$ cat src/adcc_defines.svh
// register offsets, field positions, reset values and timing counts for the converter control block
`ifndef ADCC_DEFINES_SVH
`define ADCC_DEFINES_SVH
`define ADCC_OFF_CTRL      12'h000
`define ADCC_OFF_INCLK     12'h004
`define ADCC_OFF_REF       12'h008
`define ADCC_OFF_PINEN     12'h00C
`define ADCC_OFF_RESULT    12'h010
`define ADCC_OFF_IRQ_STAT  12'h014
`define ADCC_OFF_IRQ_MASK  12'h018
`define ADCC_OFF_SYSCTL    12'h01C
`define ADCC_INCLK_WMASK   8'hE7
`define ADCC_INCLK_RST     8'h00
`define ADCC_REF_RST       8'h00
`define ADCC_PINEN_RST     8'hFF
`define ADCC_CTRL_START    7
`define ADCC_CTRL_BUSY     6
`define ADCC_CTRL_ENABLE   5
`define ADCC_CTRL_ALIGN    4
`define ADCC_SYS_LVD       0
`define ADCC_SYS_LVR       1
`define ADCC_REF_GAIN      7
`define ADCC_REF_BGEN      6
`define ADCC_REF_INPIN     5
`define ADCC_REF_OUTPIN    4
`define ADCC_CONV_TICKS    16
`endif

$ cat src/adcc_pkg.sv
// types shared by the converter control block
package adcc_pkg;
  typedef enum logic [1:0] {ADCC_IN_EXT, ADCC_IN_SUPPLY, ADCC_IN_INTREF} adcc_in_kind_t;
  typedef enum logic [1:0] {ADCC_REF_SUPPLY, ADCC_REF_EXT, ADCC_REF_BANDGAP, ADCC_REF_RESERVED} adcc_ref_kind_t;
  typedef enum logic [1:0] {ADCC_ST_IDLE, ADCC_ST_ARMED, ADCC_ST_CONV} adcc_state_t;
  typedef struct packed {
    adcc_in_kind_t in_kind;
    logic [1:0]    in_div_log2;
    logic          ext_path_on;
    adcc_ref_kind_t ref_kind;
    logic [2:0]    ref_gain;
    logic          ref_supply_on;
    logic          ref_ext_on;
  } adcc_mux_t;
  typedef struct packed {
    adcc_state_t st;
    logic [7:0]  inclk;
    logic [7:0]  refc;
    logic [7:0]  pinen;
    logic        start;
    logic        enable;
    logic        align;
    logic        lvd_en;
    logic        lvr_en;
    logic        irq_stat;
    logic        irq_mask;
    logic [6:0]  div_cnt;
    logic [4:0]  tick_cnt;
    logic [11:0] result;
    logic        pready;
    logic [31:0] prdata;
    logic        pslverr;
  } adcc_state_all_t;
endpackage

$ cat src/adcc_ctrl.sv
// converter control: registers, source and reference decode, clock divider, start and busy sequencing
//
// Overview of operation
// - input source codes 000/100 pick the external channel, 001-011 supply /1 /2 /4, 101-111 internal ref /1 /2 /4.
// - an internal input source always disconnects the external channel path whatever channel is selected.
// - bits 4 and 3 of the input and clock select register read zero and ignore writes.
// - the conversion clock is the system clock divided by 1, 2, 4 up to 128 by the 3-bit divider code.
// - reference register bit 7 enables the reference gain amplifier, needed for internal reference use.
// - the bandgap is powered only when its enable bit or low-voltage detect or low-voltage reset is on.
// - reference register bit 5 selects the reference input pin function.
// - reference register bit 4 selects the reference output pin function.
// - ref codes 0000 supply, 0001-0100 external x1-x4, 1010-1100 bandgap x2-x4, 1001 reserved, others supply.
// - a bandgap-derived reference disconnects both supply and external reference paths.
// - each set bit n of the pin enable register makes its pin analog channel n.
// - pin enable bit 5 maps port A pin 6 to analog channel 5.
// - alignment 0 gives high byte result 11:4 and low 3:0, alignment 1 gives high 11:8 and low 7:0.
// - a conversion starts when software writes start high with enable set, then start low again.
// - busy sets when a conversion starts and clears on completion as the interrupt flag rises.
//
// The register addresses and register access over APB were chosen for this implementation.
`timescale 1ns/1ns
`include "adcc_defines.svh"
module adcc_ctrl #(
  parameter int CONV_TICKS = `ADCC_CONV_TICKS
) (
  input  wire logic                pclk,
  input  wire logic                presetn,
  input  wire logic                psel,
  input  wire logic                penable,
  input  wire logic                pwrite,
  input  wire logic [11:0]         paddr,
  input  wire logic [31:0]         pwdata,
  input  wire logic [3:0]          pstrb,
  output logic                     pready,
  output logic [31:0]              prdata,
  output logic                     pslverr,
  input  wire logic [11:0]         core_result,
  output adcc_pkg::adcc_mux_t      mux,
  output logic [2:0]               ext_channel_sel,
  output logic                     conv_clk_en,
  output logic                     conversion_busy_flag,
  output logic                     ref_gain_amp_enable,
  output logic                     bandgap_power,
  output logic                     ref_input_pin_sel,
  output logic                     ref_output_pin_sel,
  output logic [7:0]               analog_pin_en,
  output logic [7:0]               port_dir_override,
  output logic [7:0]               pullup_disconnect,
  output logic [7:0]               result_high_byte,
  output logic [7:0]               result_low_byte,
  output logic                     irq
);
  // tick counter is 5 bits wide, so 1 to 32 ticks fit; the check allows only 1 to 31
  if (CONV_TICKS < 1 || CONV_TICKS > 31) begin : g_ticks_chk
    $error("CONV_TICKS out of range");
  end

  adcc_pkg::adcc_state_all_t s_q, s_d;
  logic [2:0] ext_sel_q, ext_sel_d;

  function automatic logic [6:0] div_limit(input logic [2:0] code);
    div_limit = 7'((8'h01 << code) - 8'h01);
  endfunction

  function automatic adcc_pkg::adcc_mux_t decode(input logic [7:0] inclk, input logic [7:0] refc);
    adcc_pkg::adcc_mux_t m;
    m = '0;
    unique case (inclk[7:5])
      3'h0, 3'h4: begin m.in_kind = adcc_pkg::ADCC_IN_EXT; m.in_div_log2 = 2'h0; end
      3'h1, 3'h2, 3'h3: begin m.in_kind = adcc_pkg::ADCC_IN_SUPPLY; m.in_div_log2 = 2'(inclk[6:5] - 2'h1); end
      default: begin m.in_kind = adcc_pkg::ADCC_IN_INTREF; m.in_div_log2 = 2'(inclk[6:5] - 2'h1); end
    endcase
    m.ext_path_on = (m.in_kind == adcc_pkg::ADCC_IN_EXT);
    unique case (refc[3:0])
      4'h1, 4'h2, 4'h3, 4'h4: begin m.ref_kind = adcc_pkg::ADCC_REF_EXT; m.ref_gain = refc[2:0]; end
      4'hA, 4'hB, 4'hC: begin m.ref_kind = adcc_pkg::ADCC_REF_BANDGAP; m.ref_gain = 3'(refc[2:0] - 3'h0); end
      4'h9: begin m.ref_kind = adcc_pkg::ADCC_REF_RESERVED; m.ref_gain = 3'h1; end
      default: begin m.ref_kind = adcc_pkg::ADCC_REF_SUPPLY; m.ref_gain = 3'h1; end
    endcase
    m.ref_supply_on = (m.ref_kind == adcc_pkg::ADCC_REF_SUPPLY);
    m.ref_ext_on = (m.ref_kind == adcc_pkg::ADCC_REF_EXT);
    return m;
  endfunction

  logic        acc_wr, acc_rd, done;
  logic [31:0] rd_word;

  always_comb begin
    acc_wr = psel && penable && pwrite && s_q.pready;
    // read word latched in setup so it stands during the access cycle
    acc_rd = psel && !penable && !pwrite;
    done   = (s_q.st == adcc_pkg::ADCC_ST_CONV) && conv_clk_en && (s_q.tick_cnt == 5'(CONV_TICKS - 1));
    rd_word = '0;
    unique case (paddr)
      `ADCC_OFF_CTRL: begin
        rd_word[`ADCC_CTRL_START]  = s_q.start;
        rd_word[`ADCC_CTRL_BUSY]   = (s_q.st == adcc_pkg::ADCC_ST_CONV);
        rd_word[`ADCC_CTRL_ENABLE] = s_q.enable;
        rd_word[`ADCC_CTRL_ALIGN]  = s_q.align;
      end
      `ADCC_OFF_INCLK: rd_word[7:0] = s_q.inclk & `ADCC_INCLK_WMASK;
      `ADCC_OFF_REF: rd_word[7:0] = s_q.refc;
      `ADCC_OFF_PINEN: rd_word[7:0] = s_q.pinen;
      `ADCC_OFF_RESULT: rd_word[11:0] = s_q.result;
      `ADCC_OFF_IRQ_STAT: rd_word[0] = s_q.irq_stat;
      `ADCC_OFF_IRQ_MASK: rd_word[0] = s_q.irq_mask;
      `ADCC_OFF_SYSCTL: begin
        rd_word[`ADCC_SYS_LVD] = s_q.lvd_en;
        rd_word[`ADCC_SYS_LVR] = s_q.lvr_en;
      end
      default: rd_word = '0;
    endcase
  end

  always_comb begin
    s_d = s_q;
    ext_sel_d = ext_sel_q;
    s_d.pready = psel && !penable;
    s_d.pslverr = 1'b0;
    if (acc_rd) begin
      s_d.prdata = rd_word;
    end
    if (psel && !penable) begin
      s_d.pslverr = !(paddr inside {`ADCC_OFF_CTRL, `ADCC_OFF_INCLK, `ADCC_OFF_REF, `ADCC_OFF_PINEN,
                                    `ADCC_OFF_RESULT, `ADCC_OFF_IRQ_STAT, `ADCC_OFF_IRQ_MASK, `ADCC_OFF_SYSCTL});
    end
    if (acc_wr && pstrb[0]) begin
      unique case (paddr)
        `ADCC_OFF_CTRL: begin
          s_d.start  = pwdata[`ADCC_CTRL_START];
          s_d.enable = pwdata[`ADCC_CTRL_ENABLE];
          s_d.align  = pwdata[`ADCC_CTRL_ALIGN];
          ext_sel_d  = pwdata[2:0];
        end
        `ADCC_OFF_INCLK: s_d.inclk = pwdata[7:0] & `ADCC_INCLK_WMASK;
        `ADCC_OFF_REF: s_d.refc = pwdata[7:0];
        `ADCC_OFF_PINEN: s_d.pinen = pwdata[7:0];
        `ADCC_OFF_IRQ_STAT: if (pwdata[0]) s_d.irq_stat = 1'b0;
        `ADCC_OFF_IRQ_MASK: s_d.irq_mask = pwdata[0];
        `ADCC_OFF_SYSCTL: begin
          s_d.lvd_en = pwdata[`ADCC_SYS_LVD];
          s_d.lvr_en = pwdata[`ADCC_SYS_LVR];
        end
        default: s_d.start = s_q.start;
      endcase
    end
    // conversion clock divider
    if (s_q.div_cnt >= div_limit(s_q.inclk[2:0])) begin
      s_d.div_cnt = '0;
    end else begin
      s_d.div_cnt = 7'(s_q.div_cnt + 7'h01);
    end
    unique case (s_q.st)
      adcc_pkg::ADCC_ST_IDLE: if (s_q.start && s_q.enable) s_d.st = adcc_pkg::ADCC_ST_ARMED;
      adcc_pkg::ADCC_ST_ARMED: begin
        if (!s_q.start) begin
          s_d.st = adcc_pkg::ADCC_ST_CONV;
          s_d.tick_cnt = '0;
        end
      end
      adcc_pkg::ADCC_ST_CONV: begin
        if (conv_clk_en) s_d.tick_cnt = 5'(s_q.tick_cnt + 5'h01);
        if (done) begin
          s_d.st = adcc_pkg::ADCC_ST_IDLE;
          s_d.result = core_result;
        end
      end
      default: s_d.st = adcc_pkg::ADCC_ST_IDLE;
    endcase
    if (done) s_d.irq_stat = 1'b1;
  end

  always_ff @(posedge pclk or negedge presetn) begin
    if (!presetn) begin
      s_q <= '{st: adcc_pkg::ADCC_ST_IDLE, inclk: `ADCC_INCLK_RST, refc: `ADCC_REF_RST, pinen: `ADCC_PINEN_RST,
               lvd_en: 1'b0, lvr_en: 1'b0, default: '0};
      ext_sel_q <= 3'h0;
    end else begin
      s_q <= s_d;
      ext_sel_q <= ext_sel_d;
    end
  end

  always_comb begin
    pready  = s_q.pready;
    prdata  = s_q.prdata;
    pslverr = s_q.pslverr;
    mux = decode(s_q.inclk, s_q.refc);
    ext_channel_sel = ext_sel_q;
    conv_clk_en = (s_q.div_cnt >= div_limit(s_q.inclk[2:0]));
    conversion_busy_flag = (s_q.st == adcc_pkg::ADCC_ST_CONV);
    ref_gain_amp_enable = s_q.refc[`ADCC_REF_GAIN];
    bandgap_power = s_q.refc[`ADCC_REF_BGEN] || s_q.lvd_en || s_q.lvr_en;
    ref_input_pin_sel = s_q.refc[`ADCC_REF_INPIN];
    ref_output_pin_sel = s_q.refc[`ADCC_REF_OUTPIN];
    analog_pin_en = s_q.pinen;
    port_dir_override = s_q.pinen;
    pullup_disconnect = s_q.pinen;
    if (s_q.align) begin
      result_high_byte = {4'h0, s_q.result[11:8]};
      result_low_byte  = s_q.result[7:0];
    end else begin
      result_high_byte = s_q.result[11:4];
      result_low_byte  = {4'h0, s_q.result[3:0]};
    end
    irq = s_q.irq_stat && s_q.irq_mask;
  end

  // input source decode
  AST_EXT_OFF: assert property (
    @(posedge pclk) disable iff (!presetn)
    s_q.inclk[5] || s_q.inclk[6] ? !mux.ext_path_on : mux.ext_path_on)
    else $error("external path wrong for source code");

  AST_SRC_EXT: assert property (
    @(posedge pclk) disable iff (!presetn)
    s_q.inclk[7:5] inside {3'h0, 3'h4} |-> mux.in_kind == adcc_pkg::ADCC_IN_EXT && mux.in_div_log2 == 2'h0)
    else $error("external source code decoded wrong");

  AST_SRC_SUPPLY: assert property (
    @(posedge pclk) disable iff (!presetn)
    s_q.inclk[7:5] inside {3'h1, 3'h2, 3'h3} |-> mux.in_kind == adcc_pkg::ADCC_IN_SUPPLY)
    else $error("supply source code decoded wrong");

  AST_SRC_INTREF: assert property (
    @(posedge pclk) disable iff (!presetn)
    s_q.inclk[7:5] inside {3'h5, 3'h6, 3'h7} |-> mux.in_kind == adcc_pkg::ADCC_IN_INTREF)
    else $error("internal reference source code decoded wrong");

  // register access
  AST_UNIMPL_ZERO: assert property (
    @(posedge pclk) disable iff (!presetn)
    s_q.inclk[4:3] == 2'h0)
    else $error("unimplemented bits not zero");

  AST_INCLK_WR: assert property (
    @(posedge pclk) disable iff (!presetn)
    acc_wr && pstrb[0] && paddr == `ADCC_OFF_INCLK |=> s_q.inclk == ($past(pwdata[7:0]) & `ADCC_INCLK_WMASK))
    else $error("input and clock select write wrong");

  AST_READY_SETUP: assert property (
    @(posedge pclk) disable iff (!presetn)
    psel && !penable |=> pready)
    else $error("no ready in first access cycle");

  AST_READY_PULSE: assert property (
    @(posedge pclk) disable iff (!presetn)
    pready |=> !pready)
    else $error("ready held longer than one cycle");

  AST_SLVERR_READY: assert property (
    @(posedge pclk) disable iff (!presetn)
    pslverr |-> pready)
    else $error("error response without ready");

  AST_RD_PINEN: assert property (
    @(posedge pclk) disable iff (!presetn)
    psel && penable && !pwrite && pready && paddr == `ADCC_OFF_PINEN |-> prdata[7:0] == s_q.pinen)
    else $error("pin enable read data not standing at ready");

  // conversion clock
  AST_DIV_ONE: assert property (
    @(posedge pclk) disable iff (!presetn)
    s_q.inclk[2:0] == 3'h0 |-> conv_clk_en)
    else $error("divide by one not every cycle");

  AST_DIV_GAP: assert property (
    @(posedge pclk) disable iff (!presetn)
    conv_clk_en && s_q.inclk[2:0] != 3'h0 ##1 s_q.inclk[2:0] != 3'h0 |-> !conv_clk_en)
    else $error("divided clock enable longer than one cycle");

  // reference decode
  AST_REF_EXT: assert property (
    @(posedge pclk) disable iff (!presetn)
    s_q.refc[3:0] inside {4'h1, 4'h2, 4'h3, 4'h4} |->
      mux.ref_kind == adcc_pkg::ADCC_REF_EXT && mux.ref_gain == s_q.refc[2:0] && mux.ref_ext_on)
    else $error("external reference code decoded wrong");

  AST_REF_BG: assert property (
    @(posedge pclk) disable iff (!presetn)
    s_q.refc[3:0] inside {4'hA, 4'hB, 4'hC} |->
      mux.ref_kind == adcc_pkg::ADCC_REF_BANDGAP && mux.ref_gain == s_q.refc[2:0])
    else $error("bandgap reference code decoded wrong");

  AST_REF_SUPPLY: assert property (
    @(posedge pclk) disable iff (!presetn)
    !(s_q.refc[3:0] inside {4'h1, 4'h2, 4'h3, 4'h4, 4'h9, 4'hA, 4'hB, 4'hC}) |->
      mux.ref_kind == adcc_pkg::ADCC_REF_SUPPLY && mux.ref_supply_on)
    else $error("supply reference code decoded wrong");

  AST_BG_DISC: assert property (
    @(posedge pclk) disable iff (!presetn)
    mux.ref_kind == adcc_pkg::ADCC_REF_BANDGAP |-> !mux.ref_supply_on && !mux.ref_ext_on)
    else $error("bandgap ref leaves a path on");

  AST_BG_POWER: assert property (
    @(posedge pclk) disable iff (!presetn)
    bandgap_power == (s_q.refc[`ADCC_REF_BGEN] | s_q.lvd_en | s_q.lvr_en))
    else $error("bandgap power wrong");

  // start and busy sequencing
  AST_START_SEQ: assert property (
    @(posedge pclk) disable iff (!presetn)
    s_q.st == adcc_pkg::ADCC_ST_ARMED && !s_q.start |=> conversion_busy_flag)
    else $error("conversion not started on fall of start");

  AST_NO_START: assert property (
    @(posedge pclk) disable iff (!presetn)
    s_q.st == adcc_pkg::ADCC_ST_IDLE |=> !conversion_busy_flag)
    else $error("conversion started without high then low start");

  AST_DONE_IRQ: assert property (
    @(posedge pclk) disable iff (!presetn)
    $fell(conversion_busy_flag) |-> s_q.irq_stat)
    else $error("busy fell without interrupt flag");

  AST_DONE_END: assert property (
    @(posedge pclk) disable iff (!presetn)
    done |=> !conversion_busy_flag && s_q.irq_stat && s_q.result == $past(core_result))
    else $error("conversion end not taken");

  // result split and pins
  AST_ALIGN: assert property (
    @(posedge pclk) disable iff (!presetn)
    !s_q.align |-> {result_high_byte, result_low_byte[3:0]} == s_q.result)
    else $error("alignment split wrong");

  AST_ALIGN_ONE: assert property (
    @(posedge pclk) disable iff (!presetn)
    s_q.align |-> {result_high_byte, result_low_byte} == {4'h0, s_q.result})
    else $error("right alignment split wrong");

  AST_PIN_OVR: assert property (
    @(posedge pclk) disable iff (!presetn)
    pullup_disconnect == analog_pin_en && port_dir_override == analog_pin_en)
    else $error("pin override mismatch");

  COV_CONV: cover property (@(posedge pclk) disable iff (!presetn) $fell(conversion_busy_flag));
  COV_IRQ: cover property (@(posedge pclk) disable iff (!presetn) $rose(irq));
  COV_BG_REF: cover property (@(posedge pclk) disable iff (!presetn) mux.ref_kind == adcc_pkg::ADCC_REF_BANDGAP);
  COV_START: cover property (@(posedge pclk) disable iff (!presetn) $rose(conversion_busy_flag));
  COV_SLVERR: cover property (@(posedge pclk) disable iff (!presetn) pslverr);
endmodule // adcc_ctrl

$ cat config.mk
export PLATFORM = sky130hd
export DESIGN_NAME = adcc_ctrl
export DESIGN_NICKNAME = d
export VERILOG_FILES = /design/src/adcc_pkg.sv /design/src/adcc_ctrl.sv
export VERILOG_INCLUDE_DIRS = /design/src /design/src/src
export SDC_FILE = /design/constraint.sdc
export NUM_CORES = 1
export LEC_CHECK = 0
export BUFFER_PORTS_ARGS = -buffer_cell sky130_fd_sc_hd__buf_2
export CAP_MARGIN = 20
export CORE_MARGIN = 3
export CORE_UTILIZATION = 40
export DETAILED_ROUTE_END_ITERATION = 8
export PLACE_DENSITY = 0.75
export SYNTH_ARGS = -nofsm -noshare
export SYNTH_HDL_FRONTEND = slang
export SYNTH_SLANG_ARGS = --single-unit
$ cat constraint.sdc
create_clock -name pclk -period 2.95 [get_ports pclk]
set_input_delay 0 -clock pclk [delete_from_list [all_inputs] [get_ports pclk]]
set_output_delay 0 -clock pclk [all_outputs]
set_load 0.01 [all_outputs]
After elaboration in Yosys (flattened, before gate mapping)
Cells that the tools add are included.

Flip-flop bits (word level): 72. Bits in latches: 0. Memory bits (writable): 0. Bits in read-only memories: 0. Input bits: 65. Output and inout bits: 96. Word-level logic and storage cells: 113. Memories kept: 0.

Add/sub/neg operators: 4. Multipliers: 0. Div/mod/pow operators: 0. $lt $le $gt $ge: 1. Equality and inequality tests: 27. Shift operators: 1. Multiplexer cells: 23. Bitwise logic cells: 0. Reduce and logical (&&, ||, !) cells: 39.

Operators with widths (count): $eq A12 B5 Y1 const B (4); $eq A12 B4 Y1 const B (2); $pmux W4 S5 (1); $eq A4 B4 Y1 const B (4); $mux W8 (2); $pmux W5 S3 (1); $reduce_and A2 Y1 (7); $eq A12 B3 Y1 const B (1); $logic_not A12 Y1 (1); $logic_and A1 B1 Y1 (10); $mux W5 (2); $pmux W5 S2 (1); $reduce_and A3 Y1 (3); $eq A4 B2 Y1 const B (2); $mux W2 (4); $pmux W2 S4 (1); $pmux W4 S2 (1); $reduce_bool A2 Y1 (4); $reduce_bool A8 Y1 (1); $add A7 B1 Y7 const B (1); $ge A7 B7 Y1 (1); $mux W7 (1); $pmux W1 S7 (1); $shl A1 B3 Y7 const A (1); 24 further kinds (38).

Longest topological paths before layout
Word-level depth: 7. Gate-level depth with buffers: 9. Mapped depth without buffers: 7.

Worst setup path after synthesis
Ideal clock, no wire load.

Path type: register -> register. Start point: register s_q[82] (netlist bit). End point: register s_q[36] (netlist bit). Library setup time: 0.125 ns. Arrival time: 2.381 ns. Required time: 2.825 ns. Slack: 0.444 ns. Cell stages (with the launch flop): 10. Path buffers: 2. Period minus slack after synthesis: 2.506 ns. Path through: dfrtp_1 -> or3_1 -> ha_1 -> nand2b_1 -> a31oi_1 -> o21ai_2 -> and3_1 -> clkbuf_1 -> buf_2 -> mux2_2.

Cells in the longest elaborated chain, start to end: 6.

Ends and longest elaborated chain: from (decl) (RTL line adcc_ctrl.sv:58) `adcc_pkg::adcc_state_all_t s_q, s_d;`; from (signal assigned) (RTL line adcc_ctrl.sv:175) `` s_q <= '{st: adcc_pkg::ADCC_ST_IDLE, inclk: `ADCC_INCLK_RST, refc: `ADCC_REF_RST, pinen: `ADCC_PINEN_RST, ``; $shl A1 B3 Y7 (RTL line adcc_ctrl.sv:62) `div_limit = 7'((8'h01 << code) - 8'h01);`; $sub A7 B1 Y7 (RTL line adcc_ctrl.sv:62); $ge A7 B7 Y1 (RTL line adcc_ctrl.sv:190) `conv_clk_en = (s_q.div_cnt >= div_limit(s_q.inclk[2:0]));`; $logic_and A1 B1 Y1 (2 in a row) (RTL line adcc_ctrl.sv:92) `done = (s_q.st == adcc_pkg::ADCC_ST_CONV) && conv_clk_en && (s_q.tick_cnt == 5'(CONV_TICKS - 1));`; $reduce_and A2 Y1 (no source line).

Every way passes these cells. A chain may end at the register's enable or synchronous reset.

Worst setup path in the final report
Ends and elaborated chain as after synthesis.

==> metrics.md <==
| Metric | Value |
|---|---|
| First-pass GRT wire length | ~16000 microns |
| Clock buffer count from CTS | 9 |
| Fin. Hold Viols | 0 |
| Worst-skew pair later-pin latency | roughly 340 ps |
| Post-Synthesis Cell Area | 4280 sq um |
| Hold_ws | ~8.6 ps |
| Static Leak | 2.64 nW |
| Final slew viol count | 0 |
| WL/cell | about 16 microns |
| Nature of the critical path startpoint | flop |
| CP max-delay cell | dfrtp_1 |
| NumNets Final | about 580 |
| Initial core utilization | 41.2% |
| Power density cells | about 450 nW/um^2 |
| I/O Buffers | between 100 and 150 |
| Router iterations before antenna repair | 4 |
| Status | finished clean |
| Peak Freq | about 390 MHz |
| Via count | 3237 |
| Final period utilization | about 87% |
| Routed wire length | 10200 microns |
| Die Wd | 109 microns |
| Post-layout minimum cycle time | between 2000 and 3000 ps |
| Max_cap viols | 0 |
| RSZ-0062 raised after global routing | no |
| Vias in the first global route | between 3000 and 4000 |
| CTS max path bufs | 2 |
| Clock root cell | clkbuf_8 |
| Share of post-route cells with drive strength above 1 | 39.2% |
| Num ports | roughly 160 |
| Syn-to-layout area delta | 17.2% |
| Sum of buffers and inverters on the critical path | 1 |
| TNS Setup | 0 ps |
| Endpoints failing setup | 0 |
| Slew @ Worst Pin | approximately 900 ps |
| Clk sinks | between 70 and 80 |
| Post-synthesis cell type count | between 50 and 60 |
| FFs w/ async S/R, synth | between 90% and 100% |
| Total number of H-tree levels | 3 |
| TritonCTS clock tree | done |
| CP arrival | around 2800 ps |
| Crit path kind | reg2reg |
| Commonest cells in the netlist | 64 x dfrtp_1, 60 x buf_4, 38 x mux2_2, 27 x nand2_1, 26 x nor2_1 |
| Final antenna-violating net count | 0 |
| Post-CTS setup buffer count | 0 |
| Die height | 109 microns |
| Mapped Cells | about 400 |
| DRC | 0 |
| GR Overflow Total | 0 |
| GP Congestion | approximately 0.85 |
| Synth warn | 0 |
| Ant diodes | 0 |
| GRT Total Usage | about 17% |
| Post-CTS Resized | 0 |
| Die area | 12000 sq um |
| Area contributors post-synth | dfrtp_1 37%, buf_4 11%, mux2_2 10%, dfstp_2 4.9%, ha_1 4.1% |
| Seq cells post-synth | 72 |
| Post-synth EDFFs | 0 |
| Clk slew on worst S/H paths | ~70 ps |
| Rel. slew slack | a little over 40% |
| Share of the synthesized area in the top cell type | between 30% and 40% |
| Antenna violations before repair | 0 |
| Largest stage delay, worst path | ~450 ps |
| Fin Clk Skew | between 5 and 6 ps |
| Max VDD drop | 0.234 mV |
| Core region area | ~10000 sq um |
| Largest delay contributor family on the critical path | simple AND/OR/NAND/NOR gates |
| Critical Path RT | around 3200 ps |
| Dominant synthesized flop cell | dfrtp_1 |
| Worst-path fanout max | 13 |
| Syn_area_per_cell | 10.6 sq um |
| Min-Delay Path Class | in2reg |
| Critical Path Sink Type | flop |
| Cell taking the most area after synthesis | dfrtp_1 |
| DR iter-0 viols | between 200 and 300 |
| Hold buffers post-CTS | 22 |
| Top-count cell post-synth | dfrtp_1 |
| DP HPWL | ~7400 microns |
| Row Count | 37 |
| CP Cell Sequence | or3_1 -> ha_1 -> nand2b_1 -> a31oi_1 -> o21ai_2 -> and3_1 -> buf_4 -> mux2_2 |
| Vias per inst | a little over 5 |
| Largest net degree at the start of global routing | between 70 and 80 |
| Register area share after synthesis | between 40% and 50% |
sequential cells by signal (all words and copies together), names as in the netlist:
signal and flops:
ext_channel_sel 3, s_q 44, pslverr 1, prdata 12, ref_gain_amp_enable 1, pready 1, ref_input_pin_sel 1, analog_pin_en 8
ref_output_pin_sel 1
report_power, final:
| group | switching, mW | internal (mW) | total (mW) |
|---|---|---|---|
| sequential | 0.0430 | 1.03 | 1.07 |
| clock | 0.363 | 0.474 | 0.837 |
| combinational | 0.212 | 0.149 | 0.361 |
metrics by stage:
stage	instances	total power, mW	instance area, sq um	util (%)	setup slack (ps)
final	641	2.27	5010	48.3	386
after global placement	603	1.41	4580	44.2	454
after CTS	641	2.28	5010	48.3	390
after floorplan	422	1.31	4350	-	444
after global routing	641	2.37	5010	48.3	236
after detailed placement	603	1.42	4580	44.2	404
cell families after synthesis:
kind of cell    count (synthesis)  share of synthesized area [%]
mux                            51                           14.3
flops                          72                           42.4
simple gates                  123                           15.9
buf+inv                        81                           13.3
fa+ha+maj                      14                           4.10
xor+xnor                        6                           1.23
other cells                     1                         0.0877
compound gates                 55                           8.75
placed cells by master (no fill, tap or decap), types with 5 or more instances in the layout:
cell           count
nand4_1            5
inv_1              8
dfrtp_1           64
mux2_4             8
buf_2            113
buf_4              5
conb_1            20
dfstp_2            8
nor2_1            26
nand3_1           12
mux2_2            38
a22o_1             7
a21oi_1            8
o21ai_0           14
dlygate4sd3_1     22
a31oi_1            6
nor2b_1           12
and2_1            10
clkbuf_8           9
ha_1              14
nand2_1           27
metal layers:
metal / share of wire, % / global-route usage, % / up-vias
met4: 1.6 / 5.97 / 0
met1: 42 / 22.5 / 1570
li1: - / - / 1532
met2: 50 / 27.9 / 121
met5: 0 / 0 / -
met3: 6.2 / 2.76 / 14
worst register-to-register path: cells and delay by family (launching register included):
family,cells,cell delay [ps]
compound gates,2,430
fa+ha+maj,1,280
buf+inv,1,220
flops,1,450
mux,1,370
simple gates,3,710
cell type report:
type	instances	area [sq um]
clock buffer	10	128
clock inverter	6	83.8
fill	948	5360
inverter	8	30.0
multi-input combinational	269	1970
sequential	72	1810
tap	136	170
timing repair buffer	140	823
path summary, 6_finish.rpt:
check	endpoint	from	slack, ps	cells past startpoint
worst max-delay path	s_q[36]$_DFFE_PN0P_	s_q[82]$_DFFE_PN0P_	390	8
worst min-delay path	s_q[73]$_DFFE_PN0P_	pwdata[0]	9	2
worst max register to register	s_q[36]$_DFFE_PN0P_	s_q[82]$_DFFE_PN0P_	390	8
worst min register to register	s_q[51]$_DFF_PN0_	s_q[51]$_DFF_PN0_	470	1
max in group asynchronous	ext_channel_sel[1]$_DFFE_PN0P_	presetn	1970	3
min in group asynchronous	prdata[8]$_DFFE_PN0P_	presetn	390	3
No activity file was read; power rests on OpenSTA's default activity.
